### config.mk
export PLATFORM = sky130hd
export DESIGN_NAME = gli_gpio_led
export DESIGN_NICKNAME = d
export VERILOG_FILES = /design/src/gli_pkg.sv /design/src/gli_gpio_led.sv
export SDC_FILE = /design/constraint.sdc
export NUM_CORES = 1
export LEC_CHECK = 0
export BUFFER_PORTS_ARGS = -buffer_cell sky130_fd_sc_hd__buf_2
export CORE_MARGIN = 1.5
export CORE_UTILIZATION = 40
export DETAILED_ROUTE_END_ITERATION = 12
export PLACE_DENSITY_LB_ADDON = 0.1
export SLEW_MARGIN = 20
export SYNTH_ARGS = -nofsm -noshare
export SYNTH_HDL_FRONTEND = slang
export SYNTH_SLANG_ARGS = --single-unit
### constraint.sdc
create_clock -name clk_sys -period 1.8 [get_ports clk_sys]
set_input_delay 0.09 -clock clk_sys [delete_from_list [all_inputs] [get_ports clk_sys]]
set_output_delay 0.09 -clock clk_sys [all_outputs]
set_load 0.005 [all_outputs]
### src/gli_pkg.sv
// gli_pkg: constants, modes, states and carriers of the gpio/led block.
// assumes a 25 MHz core clock and status levels from the mac/phy domain.
package gli_pkg;

    // ************************************************************
    // clock and timing
    // ************************************************************
    localparam longint CLK_HZ       = 64'd25_000_000;
    localparam longint MS_PER_S     = 64'd1000;
    localparam longint LED_PULSE_MS = 64'd80;
    // least time, so round up
    localparam int     LED_PULSE_CYC =
        int'((LED_PULSE_MS * CLK_HZ + MS_PER_S - 64'd1) / MS_PER_S);

    // ************************************************************
    // pins
    // ************************************************************
    localparam int NUM_PINS = 3;
    localparam int PIN_SPEED  = 0;
    localparam int PIN_LINK   = 1;
    localparam int PIN_DUPLEX = 2;

    // ************************************************************
    // modes and states
    // ************************************************************
    typedef enum logic [1:0] {
        GLI_MODE_INPUT = 2'h0,
        GLI_MODE_PUSH  = 2'h1,
        GLI_MODE_OPEN  = 2'h2
    } gli_mode_t;

    typedef enum logic [1:0] {
        GLI_ACT_NO_LINK = 2'h0,
        GLI_ACT_SOLID   = 2'h1,
        GLI_ACT_BLINK   = 2'h2,
        GLI_ACT_HOLD    = 2'h3
    } gli_act_state_t;

    // ************************************************************
    // carriers
    // ************************************************************
    typedef struct packed {
        logic      led_en;
        gli_mode_t mode;
        logic      out_val;
    } gli_pin_cfg_t;

    localparam gli_pin_cfg_t PIN_CFG_RST = '{
        led_en:  1'b0,
        mode:    GLI_MODE_INPUT,
        out_val: 1'b0
    };

    typedef struct packed {
        logic link_up;
        logic speed_100;
        logic autoneg_busy;
        logic full_duplex;
        logic activity;
    } gli_link_status_t;

    typedef struct packed {
        logic o;
        logic oe;
    } gli_pin_drive_t;

endpackage

### src/gli_gpio_led.sv
// gli_gpio_led: three general pins, each a gpio or a status led driver.
// assumes status and configuration come from logic on clk_sys; pin
// inputs are asynchronous and are synchronised here.
//
// Contract
// [RL1] Each pin is set by configuration as push-pull output, open-drain output or input.
// [RL2] Each pin may instead carry its led function when its led enable is set.
// [RL3] A pin in led function is open-drain, pulling low only and never driving high.
// [RL4] The speed led is low at 100Mb and high in auto-negotiation, without cable and at 10Mb.
// [RL5] The link-and-activity led is held low while a valid link is present.
// [RL6] Activity with link up sends the link-and-activity led high for 80 ms.
// [RL7] After each high pulse the led is low for at least 80 ms, then pulses again only on activity.
// [RL8] The duplex led is low in full duplex and released high otherwise.
// [RL9] Without a valid link the link-and-activity led is released high and never blinks.
// [RL10] After reset all pins are inputs with led functions off until configured.
`timescale 1ns/1ps
`default_nettype none

module gli_gpio_led #(
    parameter int PULSE_CYCLES = gli_pkg::LED_PULSE_CYC
) (
    // clock and reset
    input  wire  logic                                    clk_sys,
    input  wire  logic                                    rst,
    // configuration, one entry per pin
    input  wire  gli_pkg::gli_pin_cfg_t [gli_pkg::NUM_PINS-1:0] pin_cfg,
    // status from phy and mac
    input  wire  gli_pkg::gli_link_status_t               link_status,
    // pins
    input  wire  logic [gli_pkg::NUM_PINS-1:0]            pin_i,
    output logic [gli_pkg::NUM_PINS-1:0]                  pin_o,
    output logic [gli_pkg::NUM_PINS-1:0]                  pin_oe,
    // pin levels seen by software
    output logic [gli_pkg::NUM_PINS-1:0]                  pin_in_val,
    // led levels, low means lit
    output logic                                          speed_indicator_n,
    output logic                                          link_activity_indicator_n,
    output logic                                          duplex_indicator_n
);

    localparam int NP    = gli_pkg::NUM_PINS;
    localparam int CNT_W = $clog2(PULSE_CYCLES + 1);
    localparam logic [CNT_W-1:0] CNT_LAST = CNT_W'(PULSE_CYCLES - 1);
    localparam logic [CNT_W-1:0] CNT_ZERO = '0;
    localparam logic [CNT_W-1:0] CNT_ONE  = CNT_W'(1);

    // ************************************************************
    // configuration capture
    // ************************************************************
    gli_pkg::gli_pin_cfg_t [NP-1:0] cfg_q;

    always_ff @(posedge clk_sys or posedge rst) begin
        if (rst) begin
            for (int i = 0; i < NP; i++) begin
                cfg_q[i] <= gli_pkg::PIN_CFG_RST; // see [RL10]
            end
        end else begin
            cfg_q <= pin_cfg;
        end
    end

    // ************************************************************
    // pin input synchroniser
    // ************************************************************
    logic [NP-1:0] sync1_q;
    logic [NP-1:0] sync2_q;
    logic [NP-1:0] sync3_q;
    logic [NP-1:0] pin_in_val_q;

    always_ff @(posedge clk_sys or posedge rst) begin
        if (rst) begin
            sync1_q <= '0;
            sync2_q <= '0;
            sync3_q <= '0;
        end else begin
            sync1_q <= pin_i;
            sync2_q <= sync1_q;
            sync3_q <= sync2_q;
        end
    end

    // change counts once second and third stages agree
    always_ff @(posedge clk_sys or posedge rst) begin
        if (rst) begin
            pin_in_val_q <= '0;
        end else begin
            for (int i = 0; i < NP; i++) begin
                if (sync2_q[i] == sync3_q[i]) begin
                    pin_in_val_q[i] <= sync3_q[i];
                end
            end
        end
    end

    assign pin_in_val = pin_in_val_q;

    // ************************************************************
    // speed and duplex leds
    // ************************************************************
    logic speed_n_q;
    logic duplex_n_q;

    always_ff @(posedge clk_sys or posedge rst) begin
        if (rst) begin
            speed_n_q  <= 1'b1;
            duplex_n_q <= 1'b1;
        end else begin
            speed_n_q  <= ~(link_status.link_up & link_status.speed_100 &
                            ~link_status.autoneg_busy); // see [RL4]
            duplex_n_q <= ~(link_status.link_up &
                            link_status.full_duplex); // see [RL8]
        end
    end

    // ************************************************************
    // link and activity led
    // ************************************************************
    gli_pkg::gli_act_state_t act_state_q;
    gli_pkg::gli_act_state_t act_state_d;
    logic [CNT_W-1:0]        act_cnt_q;
    logic                    act_seen_q;
    logic                    cnt_done;
    logic                    link_n_q;

    assign cnt_done = (act_cnt_q == CNT_LAST);

    always_comb begin
        act_state_d = act_state_q;
        unique case (act_state_q)
            gli_pkg::GLI_ACT_NO_LINK: begin
                if (link_status.link_up) begin
                    act_state_d = gli_pkg::GLI_ACT_SOLID;
                end
            end
            gli_pkg::GLI_ACT_SOLID: begin
                if (link_status.activity) begin
                    act_state_d = gli_pkg::GLI_ACT_BLINK; // see [RL6]
                end
            end
            gli_pkg::GLI_ACT_BLINK: begin
                if (cnt_done) begin
                    act_state_d = gli_pkg::GLI_ACT_HOLD; // see [RL7]
                end
            end
            gli_pkg::GLI_ACT_HOLD: begin
                if (cnt_done) begin
                    act_state_d = (act_seen_q | link_status.activity) ?
                                  gli_pkg::GLI_ACT_BLINK :
                                  gli_pkg::GLI_ACT_SOLID; // see [RL7]
                end
            end
        endcase
        if (!link_status.link_up) begin
            act_state_d = gli_pkg::GLI_ACT_NO_LINK; // see [RL9]
        end
    end

    always_ff @(posedge clk_sys or posedge rst) begin
        if (rst) begin
            act_state_q <= gli_pkg::GLI_ACT_NO_LINK;
        end else begin
            act_state_q <= act_state_d;
        end
    end

    // period counter, restarts on every state change
    always_ff @(posedge clk_sys or posedge rst) begin
        if (rst) begin
            act_cnt_q <= CNT_ZERO;
        end else if (act_state_d != act_state_q) begin
            act_cnt_q <= CNT_ZERO;
        end else if (!cnt_done) begin
            act_cnt_q <= act_cnt_q + CNT_ONE; // see [RL6] [RL7]
        end
    end

    // activity latched from pulse start to end of hold
    logic act_start;

    assign act_start = (act_state_d == gli_pkg::GLI_ACT_BLINK) &&
                       (act_state_q != gli_pkg::GLI_ACT_BLINK);

    // activity that starts a pulse is used up by it
    always_ff @(posedge clk_sys or posedge rst) begin
        if (rst) begin
            act_seen_q <= 1'b0;
        end else if (act_start ||
                     act_state_d == gli_pkg::GLI_ACT_NO_LINK) begin
            act_seen_q <= 1'b0; // see [RL9]
        end else if (link_status.activity) begin
            act_seen_q <= 1'b1; // see [RL7]
        end
    end

    always_ff @(posedge clk_sys or posedge rst) begin
        if (rst) begin
            link_n_q <= 1'b1;
        end else begin
            link_n_q <= (act_state_d == gli_pkg::GLI_ACT_NO_LINK) ||
                        (act_state_d == gli_pkg::GLI_ACT_BLINK); // see [RL5]
        end
    end

    assign speed_indicator_n         = speed_n_q;
    assign link_activity_indicator_n = link_n_q;
    assign duplex_indicator_n        = duplex_n_q;

    // ************************************************************
    // pin drivers
    // ************************************************************
    function automatic gli_pkg::gli_pin_drive_t pin_drive(
        input gli_pkg::gli_pin_cfg_t cfg,
        input logic                  led_n
    );
        gli_pkg::gli_pin_drive_t drv;
        drv.o  = 1'b0;
        drv.oe = 1'b0;
        if (cfg.led_en) begin
            drv.oe = ~led_n; // see [RL2] [RL3]
        end else begin
            case (cfg.mode)
                gli_pkg::GLI_MODE_PUSH: begin
                    drv.o  = cfg.out_val; // see [RL1]
                    drv.oe = 1'b1;
                end
                gli_pkg::GLI_MODE_OPEN: begin
                    drv.oe = ~cfg.out_val; // see [RL1]
                end
                default: begin
                    drv.oe = 1'b0; // see [RL1]
                end
            endcase
        end
        return drv;
    endfunction

    logic [NP-1:0] led_n_vec;
    logic [NP-1:0] pin_o_q;
    logic [NP-1:0] pin_oe_q;

    always_comb begin
        led_n_vec             = '1;
        led_n_vec[gli_pkg::PIN_SPEED]  = speed_n_q;
        led_n_vec[gli_pkg::PIN_LINK]   = link_n_q;
        led_n_vec[gli_pkg::PIN_DUPLEX] = duplex_n_q;
    end

    always_ff @(posedge clk_sys or posedge rst) begin
        if (rst) begin
            pin_o_q  <= '0;
            pin_oe_q <= '0; // see [RL10]
        end else begin
            for (int i = 0; i < NP; i++) begin
                {pin_o_q[i], pin_oe_q[i]} <= pin_drive(cfg_q[i],
                                                       led_n_vec[i]);
            end
        end
    end

    assign pin_o  = pin_o_q;
    assign pin_oe = pin_oe_q;

endmodule

`default_nettype wire

Word level (Yosys, flattened, before mapping)
Cells that the tools add are included.

word-level totals
  register bits = 57
  word-level logic and storage cells = 82
  output and inout bits = 12
  input port bits = 22

operators by class
  equal/unequal tests = 17
  reduce and logical (&&, ||, !) cells = 6
  bitwise operators = 13
  multiplexer cells = 22
  add/sub/neg operators = 1

operator list
  operator               count
  $mux 21                2
  $add 21x1->21 const B  1
  $eq 21x21->1 const B   1
  $eq 2x2->1 const B     6
  $mux 1                 11
  $mux 2                 5
  $not 1->1              9
  $eq 2x1->1 const B     4
  $pmux 2 s4             1
  $pmux 1 s2             3
  $logic_not 2->1        2
  $and 1x1->1            3
  $eq 1x1->1             3
  $logic_or 1x1->1       2
  $ne 2x1->1 const B     1
  $ne 2x2->1             1
  $ne 2x2->1 const B     1
  $reduce_bool 2->1      1
  $logic_and 1x1->1      1
  $or 1x1->1             1

Longest topological paths before layout
Gate-level depths: netlist of the first run.

  depth after elaboration = 9
  mapped depth = 7
  mapped depth without buffers = 5

Least setup slack after synthesis of the first run
No wires, ideal clock.

  path kind = register -> register
  start point = register act_cnt_q[14]
  end point = register act_cnt_q[20]
  cell stages (with the launch flop) = 8
  clock period less this slack = 1668 ps
  required time = 1654 ps
  arrival = 1522 ps
  library setup time = 146 ps
  path buffers = 3
  slack = 132 ps
  cell sequence = dfrtp_1 -> nor4b_2 -> and4_1 -> buf_2 -> a21o_1 -> buf_6 -> buf_6 -> a22oi_1

between the ends
  longest elaborated chain between the ends = 6
  elaborated cells on any way between the ends = 10
  classes of those cells = add/sub: 1; eq/ne: 3; mux: 6

RTL lines
  what                                                    RTL line                                  text
  start: declaration                                      gli_gpio_led.sv:120                       logic [CNT_W-1:0] act_cnt_q;
  start signal: assignment                                gli_gpio_led.sv:173                       act_cnt_q <= act_cnt_q + CNT_ONE;
  $eq 21x21->1                                            gli_gpio_led.sv:125                       assign cnt_done = (act_cnt_q == CNT_LAST);
  $mux 2, on equally long branches                        gli_gpio_led.sv:146, gli_gpio_led.sv:141
  $pmux 2 s4                                              gli_gpio_led.sv:129                       unique case (act_state_q)
  $mux 2                                                  gli_gpio_led.sv:153                       if (!link_status.link_up) begin
  $ne 2x2->1                                              gli_gpio_led.sv:170                       end else if (act_state_d != act_state_q) begin
  $ne 2x1->1 (no source line) or $mux 21 (tied branches)  --

Parallel ways exist; a longest one is shown, timed or not. The select of a mux whose other input is x is not followed.
A chain may end at the register's enable or synchronous reset.

Worst setup path after layout of the first run
  start point = register act_cnt_q[16]
  end point = register act_cnt_q[4]

between the ends
  longest elaborated chain between the ends = 6
  elaborated cells on any way between the ends = 8
  classes of those cells = eq/ne: 3; mux: 5

RTL lines
  what                                                    RTL line
  $eq 21x21->1 *                                          gli_gpio_led.sv:125
  $mux 2, on equally long branches                        gli_gpio_led.sv:146, gli_gpio_led.sv:141
  $pmux 2 s4                                              gli_gpio_led.sv:129
  $mux 2                                                  gli_gpio_led.sv:153
  $ne 2x2->1                                              gli_gpio_led.sv:170
  $ne 2x1->1 (no source line) or $mux 21 (tied branches)  --

Every way passes the cells marked *; elsewhere a longest branch is shown, timed or not.

==> flow_summary.rst, run 1 <==
.. list-table::
   :header-rows: 1

   * - Metric
     - Value
   * - Total of max-cap violations
     - 0
   * - Total stage count of the critical path
     - 4
   * - FILL cells
     - about 530
   * - Area of the multi-input gates
     - 993 um2
   * - Count of buffers from port buffering
     - 33
   * - Routed wire length per instance
     - between 10 and 15 um
   * - Hold Path Class
     - in -> reg
   * - Clock-pin slew on the worst setup and hold paths
     - 0.07 ns
   * - Area used by sequential logic in the layout
     - about 1400 um2
   * - Global-route wire length before repair
     - just over 8000 um
   * - Cells along the critical path
     - nor4b_2 -> nand4_1 -> o311a_1 -> a211oi_1
   * - Xor and xnor fraction of the mapped netlist area
     - under 10%
   * - Data required time of the critical path
     - just over 2 ns
   * - Top cells by area, synth
     - sky130_fd_sc_hd__dfrtp_1 54%, sky130_fd_sc_hd__ha_1 3.5%, sky130_fd_sc_hd__dfstp_2 3.2%
   * - Max stage delay cell, worst path
     - sky130_fd_sc_hd__dfrtp_1
   * - Final net count
     - 317
   * - Avg Inst Size Synth
     - approximately 12 um2
   * - Distinct cell type count after synthesis
     - 47
   * - Setup bufs post-CTS
     - 0
   * - Core ar.
     - between 5000 and 6000 um2
   * - Total of flip-flops plus latches after synthesis
     - 57
   * - Simple-gate portion of the synthesized area
     - between 10% and 20%
   * - Worst-skew pair later-pin latency
     - about 0.34 ns
   * - Cell type with the highest aggregate area in the netlist
     - sky130_fd_sc_hd__dfrtp_1
   * - Global Route Usage Sum
     - between 15 and 20%
   * - Worst reg2reg setup slack
     - around 0.08 ns
   * - Clock Sinks
     - between 50 and 60
   * - Detail Route Antenna Nets
     - 0
   * - Crit path time final
     - around 1.7 ns
   * - Detailed Place HPWL
     - around 3500 um
   * - Initial standard-cell utilization of the core
     - a little over two fifths
   * - Worst reg2reg startpoint
     - act_cnt_q[16]
   * - Total power per unit cell area
     - around 900 nW/um2
   * - Worst setup skew after layout
     - ~0.0066 ns
   * - Biggest fanout along the worst timing path
     - 3
   * - Main flop type after synthesis
     - sky130_fd_sc_hd__dfrtp_1
   * - Startpoint class of the critical path
     - register
   * - Die X
     - ~82 um
   * - DP Worst Slack
     - a little over 0.05 ns
   * - Worst slew margin relative to its limit
     - 72.9%
   * - Total via count in the routed design
     - roughly 1900
   * - Final setup slack of the worst path
     - ~0.08 ns
   * - Category of the critical setup timing path
     - reg -> reg
   * - Sum of negative setup slack
     - 0 ns
   * - Area share of the largest cell type after synthesis
     - 54.2%
   * - Final Slew Violations
     - 0
   * - Post-synth net total
     - between 200 and 250
   * - Final clock period utilization by the worst path
     - roughly 96%
   * - Tightest Pin Transition
     - 0.402 ns
   * - Last weighted congestion value of the routability-driven placer
     - roughly 0.77
   * - CTS HTree Levels
     - 3
   * - Number of global-route vias before repair
     - roughly 1800
   * - Post-Place Cell Area
     - about 2900 um2
   * - Post-synth EDFFs
     - 0
   * - Most common cell in the netlist
     - sky130_fd_sc_hd__dfrtp_1
   * - DRC violations left
     - 0
   * - Die span in y
     - around 82 um
   * - Diodes inserted
     - 0
   * - Async S/R FF share, synth
     - 100%
   * - Depth of the worst register-to-register path
     - 4
   * - Buffer levels on the longest clock path
     - 2
   * - I/O pins
     - 34
   * - CP max stage delay
     - approximately 0.44 ns
   * - Via count normalized by instance count
     - around 5.1
   * - Final Instance Count excl. Fillers
     - 368
   * - Die ar.
     - 6710 um2
   * - Worst path bufs/invs
     - 0
   * - Signal arrival time at the worst endpoint
     - a little under 2 ns
   * - Total congestion overflow after global routing
     - 0
   * - Layout area overhead
     - 33.7%
   * - First DRT Iteration DRCs
     - 78
   * - Final setup violation count
     - 0
   * - Worst hold slack across all endpoints
     - roughly 0.070 ns
   * - Highest attainable clock frequency
     - just under 0.6 GHz
   * - Adder-Cell Fraction of Synth Area
     - under 10%
   * - Maximum number of pins on one net before global-route repair
     - ~40
   * - Antenna violations before repair
     - 0
   * - Largest family of logic cells by synthesized area
     - simple AND/OR/NAND/NOR gates
   * - CP endpoint
     - act_cnt_q[4]
   * - Static leakage
     - between 1.5 and 2 nW
   * - Cell row count
     - 28
   * - Multiplexer share of the synthesized area
     - 0%
   * - Worst setup EP type
     - register
   * - Yosys warnings
     - 0
   * - Number of hold violations in the final report
     - 0
   * - Share of cells above drive strength 1
     - between 20 and 30%
   * - Proportion of synthesized chip area in sequential cells
     - 57.4%
   * - Routed wire length
     - approximately 5100 um
   * - Number of buffers added by the clock tree synthesis step
     - 9
   * - Mapped Area
     - ~2500 um2
   * - Synthesized instance count
     - 214
   * - Cell chosen for the clock root
     - sky130_fd_sc_hd__clkbuf_8
   * - First element of the critical path
     - act_cnt_q[16]
   * - Run status
     - finished clean
   * - Max IR drop VDD
     - 0.000567 V
   * - 1st-pass router iterations
     - 4
   * - Layout Cell Area excl Fill
     - approximately 3300 um2
   * - Critical register-to-register path endpoint
     - act_cnt_q[4]
   * - Top cells by count, synth
     - 54 x sky130_fd_sc_hd__dfrtp_1, 14 x sky130_fd_sc_hd__inv_1, 14 x sky130_fd_sc_hd__nand2_1
   * - Gate family responsible for the most delay along the worst path
     - compound AO/OA/AOI/OAI gates
   * - Count of placed standard cells including taps
     - 332
   * - Clock tree from TritonCTS
     - done
   * - Compound-cell area share of the yosys netlist
     - ~15%
==> area by class of cell <==
class                   count  share of cell area [%]
well taps                  75                    2.82
multi-input cells         136                    29.8
clock inverters             5                    2.33
clock buffers              11                    4.55
repair buffers             70                    15.9
flip-flops and latches     57                    43.0
inverters                  14                    1.58
==> sequential cells by signal, summed over array words and instances, names as in the netlist, 2 cells and up <==
name	count
cfg_q	12
sync3_q	3
sync1_q	3
act_cnt_q	21
pin_o	3
act_state_q	2
sync2_q	3
pin_in_val	3
pin_oe	3
==> power by group <==
group          switching (W)  internal (W)
Combinational       0.000112      0.000118
Clock               0.000505      0.000849
Sequential         0.0000344       0.00134
Total               0.000652       0.00231
==> layer usage <==
layer | routed length [um] | part of all wire (%) | vias up | global-route usage (%)
met3 | 205 | 4.0 | 11 | 4.11
li1 | - | - | 938 | -
met4 | 116 | 2.3 | 0 | 9.83
met5 | 0 | 0 | - | 0
met2 | 2370 | 46 | 40 | 24.6
met1 | 2460 | 48 | 904 | 21.2
==> kinds of logic after synthesis <==
logic type,count (synthesis)
adders and majority gates,10
AOI/OAI and AO/OA,48
and+or+nand+nor,71
DFF,57
buffers and inverters,21
xor gates and xnor gates,7
==> repair_timing <==
| action | CTS | global route |
|---|---|---|
| gates resized for setup | 0 | 9 |
| hold buffers | 20 | 0 |
| setup endpoints to repair | 0 | 11 |
| hold endpoints to repair | 34 | 0 |
==> cells in the final DEF (no fill, tap or decap), drive strengths merged, types with 2 or more instances in the layout <==
cell	synthesis	final
nand4	7	7
a31oi	2	2
dlygate4sd3	0	20
bufinv	0	2
nor3	3	3
clkinv	0	2
clkbuf	1	11
o31ai	6	6
a221oi	4	4
a21o	2	2
xor2	2	2
dfrtp	54	54
a22oi	8	8
and4	3	3
nor4	4	4
maj3	3	3
o21ai	4	4
xnor2	5	5
ha	7	7
nand2b	3	3
nand2	14	14
buf	6	50
inv	14	14
or3	3	3
nand3	10	10
a21oi	11	11
or4	3	3
nor2	8	8
dfstp	3	3
and3	7	7
nor4b	2	2
==> tightest hold or removal path, stage by stage <==
cell                       delay [ns]
sky130_fd_sc_hd__buf_2           0.15
sky130_fd_sc_hd__o221ai_1        0.08
sky130_fd_sc_hd__a31oi_1         0.04
==> metrics by stage <==
step / utilization, % / power [W]
after detailed placement: 48.2 / 0.00160
after CTS: 55.4 / 0.00299
after global placement: 48.2 / 0.00160
after floorplan: - / 0.00150
after global routing: 55.9 / 0.00308
final: 55.9 / 0.00296
==> how the worst min path moves through the flow <==
stage                         from       endpoint  depth (start not counted)
global route        link_status[4]     act_seen_q                          3
finish              link_status[4]     act_seen_q                          3
floorplan               pin_cfg[0]       cfg_q[0]                          0
global placement               rst  pin_in_val[2]                          2
CTS                 link_status[4]     act_seen_q                          3
detailed placement             rst  pin_in_val[2]                          2
(Power assumes the default switching activity.)
==> inputs of run 2 (changes only) <==
Clock period 1.8 ns to 1.4 ns, I/O delays scaled along.
==> run 2 against run 1 <==
  * The flow now finishes with violations (negative setup slack)
  * Sequential cell count is the same
  * Sequential power grew 28%
  * Critical endpoint is now act_cnt_q[5]
  * Sequential share of layout area shrank 5.3 points
==> flow_summary.rst, run 2 (synthesis results as in run 1) <==
.. list-table::
   :header-rows: 1

   * - Metric
     - Value
   * - Run status
     - finished with violations
   * - Violated checks
     - negative setup slack
   * - Worst-skew pair later-pin latency
     - 0.34 ns (about the same)
   * - Max IR drop VDD
     - 0.000940 V (+66%)
   * - Final Instance Count excl. Fillers
     - 403 (+9.5%)
   * - Total via count in the routed design
     - 2063 (+9.0%)
   * - Worst reg2reg startpoint
     - act_cnt_q[10]
   * - CTS HTree Levels
     - 3 (unchanged)
   * - Die span in y
     - 81.9 um (unchanged)
   * - Tightest Pin Transition
     - 0.407 ns (+0.00509 ns)
   * - Worst setup EP type
     - register
   * - Detailed Place HPWL
     - 3740 um (+7.3%)
   * - Flip-flop count of the largest register, all copies and words added
     - 21 (unchanged)
   * - Routed wire length
     - 5980 um (+16%)
   * - Core ar.
     - 5960 um2 (unchanged)
   * - Worst hold slack across all endpoints
     - 0.0421 ns (-0.0274 ns)
   * - Hold Path Class
     - in -> reg
   * - Startpoint class of the critical path
     - register
   * - Clock tree from TritonCTS
     - done
   * - Die X
     - 81.9 um (unchanged)
   * - Share of cells above drive strength 1
     - 46.3% (+17 points)
   * - Initial standard-cell utilization of the core
     - 41.8% (unchanged)
   * - Start point of the worst min-delay path
     - link_status[4]
   * - DRC violations left
     - 0 (unchanged)
   * - Highest attainable clock frequency
     - 0.614 GHz (+5.6%)
   * - Buffer levels on the longest clock path
     - 2 (unchanged)
   * - Signal arrival time at the worst endpoint
     - 1.87 ns (-0.09 ns)
   * - Detail Route Antenna Nets
     - 0 (unchanged)
   * - Antenna violations before repair
     - 0 (unchanged)
   * - Crit path time final
     - 1.63 ns (-0.0907 ns)
   * - Clock Sinks
     - 57 (unchanged)
   * - Number of buffers added by the clock tree synthesis step
     - 9 (unchanged)
   * - Registers with the most flip-flops
     - act_cnt_q x21, cfg_q x12
   * - Total of max-cap violations
     - 0 (unchanged)
   * - Category of the critical setup timing path
     - reg -> reg
   * - Final setup slack of the worst path
     - -0.229 ns (-0.309 ns)
   * - Global-route wire length before repair
     - 9670 um (+20%)
   * - Die ar.
     - 6710 um2 (unchanged)
   * - Cell chosen for the clock root
     - sky130_fd_sc_hd__clkbuf_8
   * - Depth of the worst register-to-register path
     - 5 (+1)
   * - Cell row count
     - 28 (unchanged)
   * - Routed wire length per instance
     - 14.8 um (+6.1%)
   * - Final Slew Violations
     - 0 (unchanged)
   * - Count of placed standard cells including taps
     - 357 (+7.5%)
   * - Final clock period utilization by the worst path
     - 116% (+21 points)
   * - Last weighted congestion value of the routability-driven placer
     - 0.757 (-1.5%)
   * - Final setup violation count
     - 24 (+24)
   * - Final net count
     - 352 (+11%)
   * - Via count normalized by instance count
     - 5.12 (-0.48%)
   * - 1st-pass router iterations
     - 4 (unchanged)
   * - Post-Place Cell Area
     - 3080 um2 (+7.4%)
   * - Total congestion overflow after global routing
     - 0 (unchanged)
   * - Layout area overhead
     - 52.7%
   * - Number of global-route vias before repair
     - 2083 (+16%)
   * - Maximum number of pins on one net before global-route repair
     - 33 (-20%)
   * - Static leakage
     - 1.73 nW (+15%)
   * - Most frequent standard cell in the layout excluding fill and tap cells
     - sky130_fd_sc_hd__dfrtp_1
   * - Worst setup skew after layout
     - 0.00635 ns (-0.000255 ns)
   * - Setup repair after global routing missed its margin
     - yes
   * - Worst reg2reg setup slack
     - -0.23 ns (-0.31 ns)
   * - Biggest fanout along the worst timing path
     - 4 (+1)
   * - Total power per unit cell area
     - 1010 nW/um2 (+14%)
   * - Number of hold violations in the final report
     - 0 (unchanged)
   * - Cell depth of the worst min-delay path
     - 3 (unchanged)
   * - Reg with most FFs
     - act_cnt_q
   * - First DRT Iteration DRCs
     - 57 (-27%)
   * - Global Route Usage Sum
     - 19.7% (+3.3 points)
   * - I/O pins
     - 34 (unchanged)
   * - Diodes inserted
     - 0 (unchanged)
   * - Worst slew margin relative to its limit
     - 72.8% (-0.092 points)
   * - Endpoint of the worst hold path
     - act_seen_q
   * - Critical register-to-register path endpoint
     - act_cnt_q[5]
   * - Top library cells by usage in the layout, fill and taps aside
     - 51 x sky130_fd_sc_hd__dfrtp_1, 45 x sky130_fd_sc_hd__buf_4, 33 x sky130_fd_sc_hd__buf_2
   * - Clock-pin slew on the worst setup and hold paths
     - 0.07 ns (about the same)
   * - Count of buffers from port buffering
     - 33 (unchanged)
   * - Layout Cell Area excl Fill
     - 3800 um2 (+14%)
   * - Data required time of the critical path
     - 1.64 ns (-0.41 ns)
-- run 2: cell types whose count changed in the layout (fill, tap and decap cells not counted), sizes merged --
cell / change
buf: +34
clkbuf: +1
clkinv: +1
inv: -1
-- run 2: worst max-delay path by stage --
| stage | cells after the start | end | startpoint | slack (ns) |
|---|---|---|---|---|
| floorplan | 7 | act_cnt_q[20] | act_cnt_q[9] | -0.19 |
| global placement | 5 | act_cnt_q[6] | act_cnt_q[10] | -0.26 |
| detailed placement | 4 | act_cnt_q[1] | act_cnt_q[16] | -0.26 |
| CTS | 5 | act_cnt_q[20] | act_cnt_q[11] | -0.22 |
| global route | 5 | act_state_q[0] | act_cnt_q[16] | -0.30 |
| finish | 5 | act_cnt_q[5] | act_cnt_q[10] | -0.23 |
-- run 2: stage by stage --
step	setup TNS [ns]	total power, W	util (%)	worst slack (ns)
2_1_floorplan	-2.72	0.00193	-	-0.189
3_3_place_gp	-5.13	0.00208	51.7	-0.258
3_5_place_dp	-5.28	0.00209	51.7	-0.259
4_1_cts	-4.23	0.00386	61.0	-0.223
5_1_grt	-5.65	0.00402	63.9	-0.302
6_report	-4.15	0.00384	63.9	-0.229
-- run 2: where the power goes --
part           total [W]  internal [W]  switching, W
Combinational   0.000367      0.000188      0.000179
Sequential       0.00176       0.00172     0.0000381
Clock            0.00171       0.00105      0.000666
Total            0.00384       0.00296      0.000883
-- run 2: layout make-up --
type | instances | area [um2]
clock buffer | 11 | 141
clock inverter | 5 | 78.8
fill | 474 | 2150
inverter | 14 | 56.3
multi-input combinational | 136 | 1190
sequential | 57 | 1430
tap | 75 | 93.8
timing repair buffer | 105 | 805
-- run 2: what timing repair did --
action / in CTS / in global routing
pin swaps: 13 / 10
cloned: 0 / 2
hold endpoints to repair: 71 / 0
hold buffers: 20 / 0
setup endpoints to repair: 25 / 25
gates resized for setup: 22 / 23
setup buffers: 5 / 3
-- run 2: per-layer routing --
layer	share of wire (%)	global-route usage [%]
met5	0	0
met4	0.95	7.12
met3	4.2	7.00
met2	49	32.0
met1	45	24.2
-- run 2: critical path, stage by stage (launching register included) --
cell and delay [ns]:
sky130_fd_sc_hd__dfrtp_2 0.43, sky130_fd_sc_hd__and4bb_1 0.24, sky130_fd_sc_hd__and4_4 0.21, sky130_fd_sc_hd__a21o_4 0.24, sky130_fd_sc_hd__buf_6 0.13, sky130_fd_sc_hd__a221oi_2 0.27
